File: src/rtl/sarcs_pkg.sv
// Package of constants and carrier types for the SAR conversion sequencer
package sarcs_pkg;

   // ------------------------------------------------------------
   // Resolution and codes
   // ------------------------------------------------------------
   localparam int          SARCS_BITS      = 16;
   localparam logic [15:0] SARCS_CODE_ZERO = 16'h0000;
   localparam logic [15:0] SARCS_CODE_FULL = 16'hFFFF;
   localparam logic [15:0] SARCS_CODE_MID  = 16'h8000;

   // ------------------------------------------------------------
   // Timing
   // ------------------------------------------------------------
   localparam int SARCS_CLK_MHZ        = 40;
   localparam int SARCS_SAMPLE_RATE_SPS = 250000;
   // Whole sample period in cycles, rounded down as a longest time
   localparam int SARCS_PERIOD_CYC     = (SARCS_CLK_MHZ * 1000000) / SARCS_SAMPLE_RATE_SPS;
   // Internal conversion clock divider: cycles per bit trial
   localparam int SARCS_TRIAL_CYC      = 4;
   // Cycles the sampling ground switches stay open before arrays are grounded
   localparam int SARCS_SWITCH_CYC     = 1;
   localparam logic [7:0] SARCS_RESET_CNT = 8'h00;

   // ------------------------------------------------------------
   // Types
   // ------------------------------------------------------------
   typedef enum logic [2:0] {
      SARCS_ACQ,
      SARCS_OPEN_SW,
      SARCS_GROUND,
      SARCS_TRIAL,
      SARCS_DONE
   } sarcs_state_e;

   // Switch controls toward the analog array
   typedef struct packed {
      logic sample_ground_switch_pos;
      logic sample_ground_switch_neg;
      logic array_to_input;
      logic core_power;
   } sarcs_sw_s;

   // Comparator observations from the analog front end
   typedef struct packed {
      logic below;    // input not exceeded by trial level
      logic over;     // input above full scale
      logic under;    // input below ground
   } sarcs_cmp_s;

endpackage

File: src/rtl/sarcs_seq.sv
// SAR conversion sequencer top: start detect, switch order, bit trials, result
`timescale 1ns/1ps
module sarcs_seq #(
   parameter int BITS    = 16,
   parameter int TRIAL_C = 4
) (
   input  wire logic                 clock,
   input  wire logic                 rst_n,
   input  wire logic                 convert_start,
   input  wire sarcs_pkg::sarcs_cmp_s cmp,
   output logic [BITS-1:0]           trial_code,
   output sarcs_pkg::sarcs_sw_s      sw,
   output logic [BITS-1:0]           result,
   output logic                      busy,
   output logic                      done
);
   import sarcs_pkg::*;

   typedef struct packed {
      sarcs_state_e    st;
      logic            start_prev;
      logic [BITS-1:0] code;
      logic [BITS-1:0] mask;
      logic [BITS-1:0] result;
      logic            over;
      logic            under;
      logic            busy;
      logic            done;
      sarcs_sw_s       sw;
   } sarcs_seq_s;

   sarcs_seq_s s_q;
   sarcs_seq_s s_d;
   logic       tick;
   logic       run;

   // ------------------------------------------------------------
   // Conversion clock; runs only during trials
   // ------------------------------------------------------------
   assign run = (s_q.st == SARCS_TRIAL);

   sarcs_tick #(
      .DIV (TRIAL_C)
   ) u_tick (
      .clock (clock),
      .rst_n (rst_n),
      .run   (run),
      .tick  (tick)
   );

   // ------------------------------------------------------------
   // Sequencer
   // ------------------------------------------------------------
   always_comb begin
      s_d            = s_q;
      s_d.start_prev = convert_start;
      s_d.done       = 1'b0;
      unique case (s_q.st)
         SARCS_ACQ: begin
            // Arrays track the input with comparator nodes grounded
            s_d.sw.sample_ground_switch_pos = 1'b1;
            s_d.sw.sample_ground_switch_neg = 1'b1;
            s_d.sw.array_to_input           = 1'b1;
            s_d.sw.core_power               = 1'b0;
            if (convert_start && !s_q.start_prev) begin
               s_d.st   = SARCS_OPEN_SW;
               s_d.busy = 1'b1;
               s_d.sw.sample_ground_switch_pos = 1'b0;
               s_d.sw.sample_ground_switch_neg = 1'b0;
               s_d.sw.core_power               = 1'b1;
            end
         end
         SARCS_OPEN_SW: begin
            // Arrays leave the inputs only after the switches are open
            s_d.st                = SARCS_GROUND;
            s_d.sw.array_to_input = 1'b0;
            s_d.code              = SARCS_CODE_MID;
            s_d.mask              = SARCS_CODE_MID;
         end
         SARCS_GROUND: begin
            // Range flags caught on the held sample before the trials
            s_d.over  = cmp.over;
            s_d.under = cmp.under;
            s_d.st    = SARCS_TRIAL;
         end
         SARCS_TRIAL: begin
            // convert_start is not looked at here at all
            if (tick) begin
               if (!cmp.below) begin
                  s_d.code = s_q.code & ~s_q.mask;
               end
               s_d.mask = s_q.mask >> 1;
               if (s_q.mask[0]) begin
                  s_d.st = SARCS_DONE;
               end else begin
                  s_d.code = s_d.code | (s_q.mask >> 1);
               end
            end
         end
         SARCS_DONE: begin
            // Saturate rather than wrap; plain code otherwise
            if (s_q.over) begin
               s_d.result = SARCS_CODE_FULL;
            end else if (s_q.under) begin
               s_d.result = SARCS_CODE_ZERO;
            end else begin
               s_d.result = s_q.code;
            end
            s_d.st                          = SARCS_ACQ;
            s_d.busy                        = 1'b0;
            s_d.done                        = 1'b1;
            s_d.sw.core_power               = 1'b0;
            s_d.sw.sample_ground_switch_pos = 1'b1;
            s_d.sw.sample_ground_switch_neg = 1'b1;
            s_d.sw.array_to_input           = 1'b1;
         end
      endcase
   end

   // ------------------------------------------------------------
   // State register; reset leaves the core acquiring and powered down
   // ------------------------------------------------------------
   always_ff @(posedge clock or negedge rst_n) begin
      if (!rst_n) begin
         s_q                             <= '0;
         s_q.st                          <= SARCS_ACQ;
         s_q.start_prev                  <= 1'b1; // no start from a level high at reset
         s_q.sw.sample_ground_switch_pos <= 1'b1;
         s_q.sw.sample_ground_switch_neg <= 1'b1;
         s_q.sw.array_to_input           <= 1'b1;
      end else begin
         s_q <= s_d;
      end
   end

   // Outputs straight from flip-flops
   assign trial_code = s_q.code;
   assign sw         = s_q.sw;
   assign result     = s_q.result;
   assign busy       = s_q.busy;
   assign done       = s_q.done;
endmodule

File: src/rtl/sarcs_tick.sv
// Internal conversion clock: divides the system clock into trial ticks
`timescale 1ns/1ps
module sarcs_tick #(
   parameter int DIV = 4
) (
   input  wire logic clock,
   input  wire logic rst_n,
   input  wire logic run,
   output logic      tick
);
   import sarcs_pkg::*;

   typedef struct packed {
      logic [7:0] cnt;
      logic       tick;
   } sarcs_tick_s;

   sarcs_tick_s s_q;
   sarcs_tick_s s_d;

   // ------------------------------------------------------------
   // Divider, held at zero when idle so every conversion starts alike
   // ------------------------------------------------------------
   always_comb begin
      s_d      = s_q;
      s_d.tick = 1'b0;
      if (!run) begin
         s_d.cnt = SARCS_RESET_CNT;
      end else if (s_q.cnt == 8'(DIV - 1)) begin
         s_d.cnt  = SARCS_RESET_CNT;
         s_d.tick = 1'b1;
      end else begin
         s_d.cnt = s_q.cnt + 8'h01;
      end
   end

   always_ff @(posedge clock or negedge rst_n) begin
      if (!rst_n) begin
         s_q <= '0;
      end else begin
         s_q <= s_d;
      end
   end

   assign tick = s_q.tick;
endmodule

File: config.mk
export PLATFORM = sky130hd
export DESIGN_NAME = sarcs_seq
export DESIGN_NICKNAME = d
export VERILOG_FILES = /design/src/rtl/sarcs_pkg.sv /design/src/rtl/sarcs_seq.sv /design/src/rtl/sarcs_tick.sv
export SDC_FILE = /design/constraint.sdc
export NUM_CORES = 1
export LEC_CHECK = 0
export ABC_CLOCK_PERIOD_IN_PS = 2210
export BUFFER_PORTS_ARGS = -buffer_cell sky130_fd_sc_hd__clkbuf_2
export CORE_MARGIN = 4
export CORE_UTILIZATION = 50
export DETAILED_ROUTE_END_ITERATION = 12
export PLACE_DENSITY = 0.75
export SETUP_SLACK_MARGIN = 0.1
export SLEW_MARGIN = 20
export SYNTH_ARGS = -nofsm -noshare
export SYNTH_HDL_FRONTEND = slang
export SYNTH_SLANG_ARGS = --single-unit
File: constraint.sdc
create_clock -name clock -period 2.21 [get_ports clock]
set_input_delay 0.221 -clock clock [delete_from_list [all_inputs] [get_ports clock]]
set_output_delay 0.221 -clock clock [all_outputs]
set_load 0.005 [all_outputs]
# Word level (Yosys, flattened, before mapping)
# Index checks and enable logic that the tools add are counted.
# totals
reg_bits	69
input_bits	6
out_inout_bits	38
wordCells	61
# classes
n_bitwise	3
muxes	24
n_eq_ne	8
n_reduce_logical	10
add_sub_neg	1
# ops
cell	count
$mux 16	6
$pmux 32 s2	1
$mux 32	1
$and 16x16->16	1
$mux 8	2
$not 16->16	1
$or 16x15->16	1
$pmux 3 s5	1
$mux 3	3
$add 8x1->8 const B	1
$eq 8x2->1 const B	1
$eq 3x2->1 const B	2
$ne 2x2->1 const B	3
$pmux 1 s2	3
$reduce_bool 2->1	3
$mux 1	5
$pmux 2 s2	1
$reduce_and 2->1	2
$eq 3x1->1 const B	1
$eq 3x3->1 const B	1
$logic_not 3->1	1
$reduce_and 3->1	1
$mux 2	1
$reduce_or 2->1	1
other kinds (2)	2

# Depth between registers and ports, before layout
# Gate-level depths: netlist (run 1).
# depth
depth_word	9
depth_mapped	6
mapped_depth_nobuf	4

# By module
# From an unflattened synthesis (run 1), not the netlist that was laid out.
# hier_totals
hier_cells	280
hier_area_um2	3081.7
# modules_own_cells
mod	seq_area_each_um2	n_inst	area_per_inst_um2	cells_each
sarcs_seq	1480.2	1	2655.0	240
sarcs_tick	225.2	1	426.7	40

# Worst setup path before layout (run 1)
# OpenSTA, ideal clock, no wires.
# synth_path
path_kind	register to register
from	register s_q[57] (netlist bit)
to	register s_q[7] (netlist bit)
path_buffers	1
synth_period_minus_slack_ps	1305
t_required_ps	2085
stages_incl_launch_ff	4
setup_time_ps	125
setup_slack_ps	905
t_arrival_ps	1180
path_cell_list	dfrtp_1 -> buf_4 -> nor3b_1 -> mux2_2
# synth_between
elab_chain_len	1
# synth_rtl
element	line_no	text
from (decl)	sarcs_seq.sv:32	sarcs_seq_s s_q;
$eq 3x2->1	sarcs_seq.sv:58	unique case (s_q.st)
# Every way passes these cells.
# A chain may end at the register's enable or synchronous reset.

# Worst setup path after layout (run 1)
# layout_path
from	register s_q[57] (netlist bit)
to	register s_q (netlist bit trial_code[0])
# layout_between
elab_chain_len	3
word_cells_on_any_way	6
classes_between	eq/ne (3); mux (1); reduce/logical (2)
# layout_rtl
element	line_no
$eq 3x2->1 / $eq 3x1->1 (equally long branches)	sarcs_seq.sv:58
$ne 2x2->1 (no line) / $reduce_bool 2->1 (equally long branches)	--
$reduce_and 2->1 (no line)	--
# Parallel ways exist; a longest one is shown, timed or not.

==> out/metrics.yaml, run 1 <==
timing:
  fin_setup_tns_ns: 0
  fin_crit_ns: 1.65
  slew_headroom: 0.617
  fmax_mhz: 608
  finClkSkew_ns: 0.00723
  setup_slack_ns: 0.565
  hold_viol_final: 0
  setup_viol: 0
  drv_slew: 0
  fin_crit_sh: 0.744
  rsz0062_at_grt: "no"
  whs_ns: 0.0879
  tightest_slew_ns: 0.575
layout:
  fin_nets: 340
  syn2layout_area_growth_pct: 4.91
  fin_util: 0.544
  drive_gt1_frac: 0.211
  diodes: 0
  fill_cells: 565
  design_area_um2: 3470
  final_cells: 414
yosys:
  ys_types: 36
  netlist_area_um2: 3310
  syn_nets: 334
  synth-seq-cells: 68
  postSynthCellCount: 326
  yosysSeqAreaShare: 0.515
  yosysWarningCount: 0
  avgSynthCellArea_um2: 10.2
clock_tree:
  insertion_delay_ns: 0.34
  cts_buffer_depth: 2
  cts_tree: "yes"
  cts.clk_slew.worst_paths_ns: 0.07
  cts_sinks: 68
  numCtsBuffers: 9
  htree_num_levels: 3
  cts_root_buf: "clkbuf_8"
grt:
  grt_pass1_vias: 2084
  overflow: 0
  grt_max_degree: 63
  grt_usage: 0.166
  grt_pass1_wl_um: 10000
  antenna_found_initial: 0
critical_path:
  rrSetupSlack_ns: 0.56
  cp-start-kind: "flop"
  cp_data_arrival_time_ns: 1.88
  cpPeakStageDelay_ns: 0.59
  worstSetupEndpointType: "flop"
  path_cells: "and3b_1 > a21oi_1 > o31ai_1"
  slowest_stage: "and3b_1"
  critical_path_class: "reg -> reg"
  crit_path_max_fanout: 17
  cp.required_ns: 2.44
  crit_family: "simple AND/OR/NAND/NOR gates"
  cp_num_buf_inv: 0
floorplanning:
  fp.dieW_um: 89.4
  rows: 29
  core_um2: 6390
  dieArea_um2: 7980
  io_pins: 44
  fp.dieH_um: 89.4
  initial_core_util: 0.518
placed_design:
  post_dp_cell_area_um2: 3280
  port_buffers: 43
  pre_cts_slack_ns: 0.582
  gp_congestion: 0.722
  hpwl_um: 4200
  place_inst: 396
routing:
  routed_wl_um: 6140
  initialDrtViolationCount: 138
  wl_per_cell_um: 14.8
  drtPass1Iterations: 4
  ant_nets: 0
  viasPerCell: 5.51
  route.detailed.drc: 0
  vias: 2283
power:
  power_density_nw_per_um2: 640
  ir_drop_mv: 0.493
  p_total_mw: 2.22
  p_leak_nw: 1.67
run_status:
  status: "complete, no violations"
run:
  maxCapViolCount: 0
worst_hold_path:
  hold_path.class: "in -> reg"
cell type report:
type | instances | area [um^2] | share of cell area
multi-input combinational | 197 | 1190 | 0.342
tap | 77 | 96.3 | 0.0277
clock inverter | 5 | 27.5 | 0.00793
timing repair buffer | 52 | 300 | 0.0865
clock buffer | 11 | 141 | 0.0407
sequential | 68 | 1710 | 0.491
inverter | 4 | 15.0 | 0.00432
cells in the final DEF, fill, tap and decap left out, types with 4 or more instances in the layout:
| master | count |
|---|---|
| nand3b_1 | 17 |
| nand2_1 | 26 |
| clkbuf_8 | 10 |
| nor2_1 | 28 |
| clkinv_2 | 4 |
| clkbuf_2 | 42 |
| dfrtp_1 | 65 |
| nand3_1 | 4 |
| buf_4 | 6 |
| a21o_1 | 17 |
| a21oi_1 | 46 |
| a22o_1 | 24 |
| o21ai_0 | 8 |
path summary, 6_finish.rpt:
| check | start | to | depth (start not counted) |
|---|---|---|---|
| worst max register to register | s_q[57] | trial_code[0] | 3 |
| worst max-delay path | s_q[57] | trial_code[0] | 3 |
| max in group asynchronous | rst_n | sw[3] | 3 |
| worst min-delay path | cmp[0] | s_q[6] | 3 |
| min in group asynchronous | rst_n | u_tick.s_q[6] | 2 |
| worst min register to register | busy | busy | 2 |
metal layers:
layer / track usage / part of all wire / vias to the layer above / wire length, um
li1: - / - / 1120 / -
met1: 0.228 / 0.47 / 1092 / 2870
met2: 0.238 / 0.45 / 58 / 2790
met3: 0.0433 / 0.056 / 13 / 344
met4: 0.0880 / 0.021 / 0 / 129
met5: 0 / 0 / - / 0
what timing repair did:
item	4_1_cts	5_1_grt
resized for setup	0	0
setup buffers	0	0
endpoints found under the hold margin	7	0
hold buffers	2	0
registers in the layout (all words and copies together), names as in the netlist:
name / count
sw: 3
busy: 1
u_tick.s_q: 8
s_q: 22
u_tick.tick: 1
trial_code: 16
result: 16
done: 1
cells in the mapped netlist (all sizes together):
library cell  count  area share
dfrtp            65        0.49
buf              52        0.12
a21oi            46       0.070
nor2             28       0.032
nand2            26       0.029
a22o             24       0.064
a21o             17       0.039
nand3b           17       0.039
o21ai             8       0.012
clkbuf            5      0.0060
nand3             4      0.0060
nor3              4      0.0095
dfstp             3       0.024
inv               3      0.0034
nor3b             3       0.010
or3               3      0.0057
ha                2      0.0076
nand2b            2      0.0038
xor2              2      0.0053
a31oi             1      0.0019
and3              1      0.0019
and3b             1      0.0026
and4b             1      0.0030
clkinv            1      0.0011
mux2              1      0.0034
nand4             1      0.0019
nor2b             1      0.0019
nor4b             1      0.0026
o221ai            1      0.0026
o31ai             1      0.0023
xnor2             1      0.0026
cell families after synthesis:
| logic type | after synthesis | synth area share |
|---|---|---|
| fa+ha+maj | 2 | 0.00756 |
| simple gates | 93 | 0.149 |
| buf+inv | 61 | 0.126 |
| compound gates | 98 | 0.191 |
| flops | 68 | 0.515 |
| xor+xnor | 3 | 0.00794 |
| mux | 1 | 0.00340 |
power by group:
part           internal (mW)  switching [mW]  leakage, nW
clock network          0.429           0.439       0.0889
logic                 0.0327          0.0459        0.709
registers               1.26          0.0165        0.875
worst reg2reg max path, delay by kind of cell, from the launching register on:
kind,cells,cell delay [ns]
flops,1,0.56
simple gates,1,0.59
compound gates,2,0.39
Note: power is estimated with default switching activity, not from simulation.
==> run 2: changes to the inputs <==
ABC_CLOCK_PERIOD_IN_PS = 1690   (was 2210)
clock period = 1.69 ns   (was 2.21 ns; I/O delays follow)
==> out/metrics.yaml, run 2 (same netlist as run 1, synthesis figures left out) <==
run_status:
  status: "complete, no violations"
power:
  power_density_nw_per_um2: 827  # +29%
  ir_drop_mv: 0.451  # -8.6%
  p_leak_nw: 1.69  # +0.85%
routing:
  viasPerCell: 5.51  # about the same
  initialDrtViolationCount: 160  # +16%
  ant_nets: 0  # unchanged
  routed_wl_um: 6280  # +2.3%
  drtPass1Iterations: 4  # unchanged
  wl_per_cell_um: 15.0  # +1.3%
  vias: 2303  # +0.88%
  route.detailed.drc: 0  # unchanged
timing:
  fin_crit_ns: 1.43  # -0.217 ns
  tightest_slew_ns: 0.534  # -0.0407 ns
  rsz0062_at_grt: "no"
  fmax_mhz: 700  # +15%
  whs_ns: 0.0257  # -0.0622 ns
  setup_viol: 0  # unchanged
  fin_crit_sh: 0.845  # +0.101
  fin_setup_tns_ns: 0  # unchanged
  hold_viol_final: 0  # unchanged
  drv_slew: 0  # unchanged
  finClkSkew_ns: 0.00859  # +0.00136 ns
  slew_headroom: 0.644  # +0.0272
critical_path:
  crit_family: "simple AND/OR/NAND/NOR gates"
  cp-start-kind: "flop"
  cp_num_buf_inv: 1  # +1
  slowest_stage: "dfrtp_1"
  worstSetupEndpointType: "flop"
  cp_data_arrival_time_ns: 1.70  # -0.18 ns
  critical_path_class: "reg -> reg"
  cpPeakStageDelay_ns: 0.47  # -0.12 ns
  crit_cells: 4  # +1
  rr_worst_depth: 4  # +1
  path_cells: "and3b_1 > buf_4 > nand2_1 > a21oi_1"
  crit_path_max_fanout: 11  # -6
  cp.required_ns: 1.96  # -0.48 ns
placed_design:
  post_dp_cell_area_um2: 3330  # +1.3%
  place_inst: 400  # +1.0%
  gp_congestion: 0.773  # +7.0%
  hpwl_um: 4220  # +0.59%
  port_buffers: 43  # unchanged
layout:
  register_area_um2: 1710  # unchanged
  drive_gt1_frac: 0.223  # +0.0122
  fin_util: 0.551  # +0.00764
  final_common_cell: "dfrtp_1"
  multi_input_area_um2: 1190  # +0.53%
  syn2layout_area_growth_pct: 6.39
  fin_nets: 344  # +1.2%
  design_area_um2: 3520  # +1.4%
  largest_reg_flops: 22  # unchanged
  final_cells: 418  # +0.97%
  diodes: 0  # unchanged
  fill_cells: 574  # +1.6%
  final_cell_mix: "dfrtp_1 (65), a21oi_1 (46), clkbuf_2 (42)"
  largest-register: "s_q"
floorplanning:
  dieArea_um2: 7980  # unchanged
  fp.dieW_um: 89.4  # unchanged
  io_pins: 44  # unchanged
  initial_core_util: 0.518  # unchanged
  core_um2: 6390  # unchanged
  rows: 29  # unchanged
  fp.dieH_um: 89.4  # unchanged
worst_hold_path:
  hold_path.class: "in -> reg"
  min_path_cells: 3  # unchanged
clock_tree:
  numCtsBuffers: 9  # unchanged
  insertion_delay_ns: 0.35  # about the same
  cts_root_buf: "clkbuf_8"
  cts_tree: "yes"
  htree_num_levels: 3  # unchanged
  cts_sinks: 68  # unchanged
  cts_buffer_depth: 2  # unchanged
  cts.clk_slew.worst_paths_ns: 0.08  # about the same
grt:
  grt_pass1_vias: 2119  # +1.7%
  grt_pass1_wl_um: 10300  # +2.5%
  antenna_found_initial: 0  # unchanged
  grt_max_degree: 69  # +9.5%
  overflow: 0  # unchanged
  grt_usage: 0.171  # +0.00553
run:
  maxCapViolCount: 0  # unchanged
## run 2: per-layer routing
metal | global-route usage | part of all wire | vias up
met1 | 0.228 | 0.48 | 1113
met3 | 0.0461 | 0.043 | 11
met5 | 0 | 0 | -
met4 | 0.0798 | 0.020 | 0
met2 | 0.259 | 0.46 | 51
li1 | - | - | 1128
## run 2: area by class of cell
| class | count | area share |
|---|---|---|
| tap | 77 | 0.0274 |
| multi-input combinational | 197 | 0.339 |
| sequential | 68 | 0.484 |
| clock inverter | 6 | 0.0117 |
| inverter | 4 | 0.00426 |
| clock buffer | 10 | 0.0362 |
| timing repair buffer | 56 | 0.0974 |
## run 2: through the flow
step                setup slack [ns]  power [mW]
floorplan                      0.385        1.75
global placement               0.293        1.80
detailed placement             0.222        1.80
CTS                            0.194        2.94
global route                   0.102        3.03
finish                         0.262        2.91
## run 2: path summary, 6_finish.rpt
| kind | startpoint | endpoint | slack [ns] |
|---|---|---|---|
| max | s_q[59] | s_q[35] | 0.26 |
| min | cmp[0] | s_q[6] | 0.03 |
| max reg2reg | s_q[59] | s_q[35] | 0.26 |
| min reg2reg | sw[1] | sw[1] | 0.50 |
| max in group asynchronous | rst_n | sw[1] | 1.03 |
| min in group asynchronous | rst_n | u_tick.s_q[4] | 0.35 |
## run 2: repair_timing
action / CTS / global route
hold buffers: 2 / 0
resized for setup: 0 / 1
setup buffers: 0 / 0
hold endpoints to repair: 66 / 0
endpoints found under the setup margin: 0 / 7
## run 2: worst reg2reg max path, delay by kind of cell (launching register included)
kind	cells	cell delay [ns]
AO/OA/AOI/OAI	1	0.13
buffers and inverters	1	0.22
AND/OR/NAND/NOR	2	0.53
flip-flops	1	0.47
## run 2: power by group
part | leakage [nW] | internal, mW | switching [mW] | total [mW]
clock | 0.0783 | 0.528 | 0.615 | 1.14
sequential | 0.875 | 1.64 | 0.0215 | 1.67
combinational | 0.734 | 0.0429 | 0.0596 | 0.102
total | 1.69 | 2.22 | 0.696 | 2.91
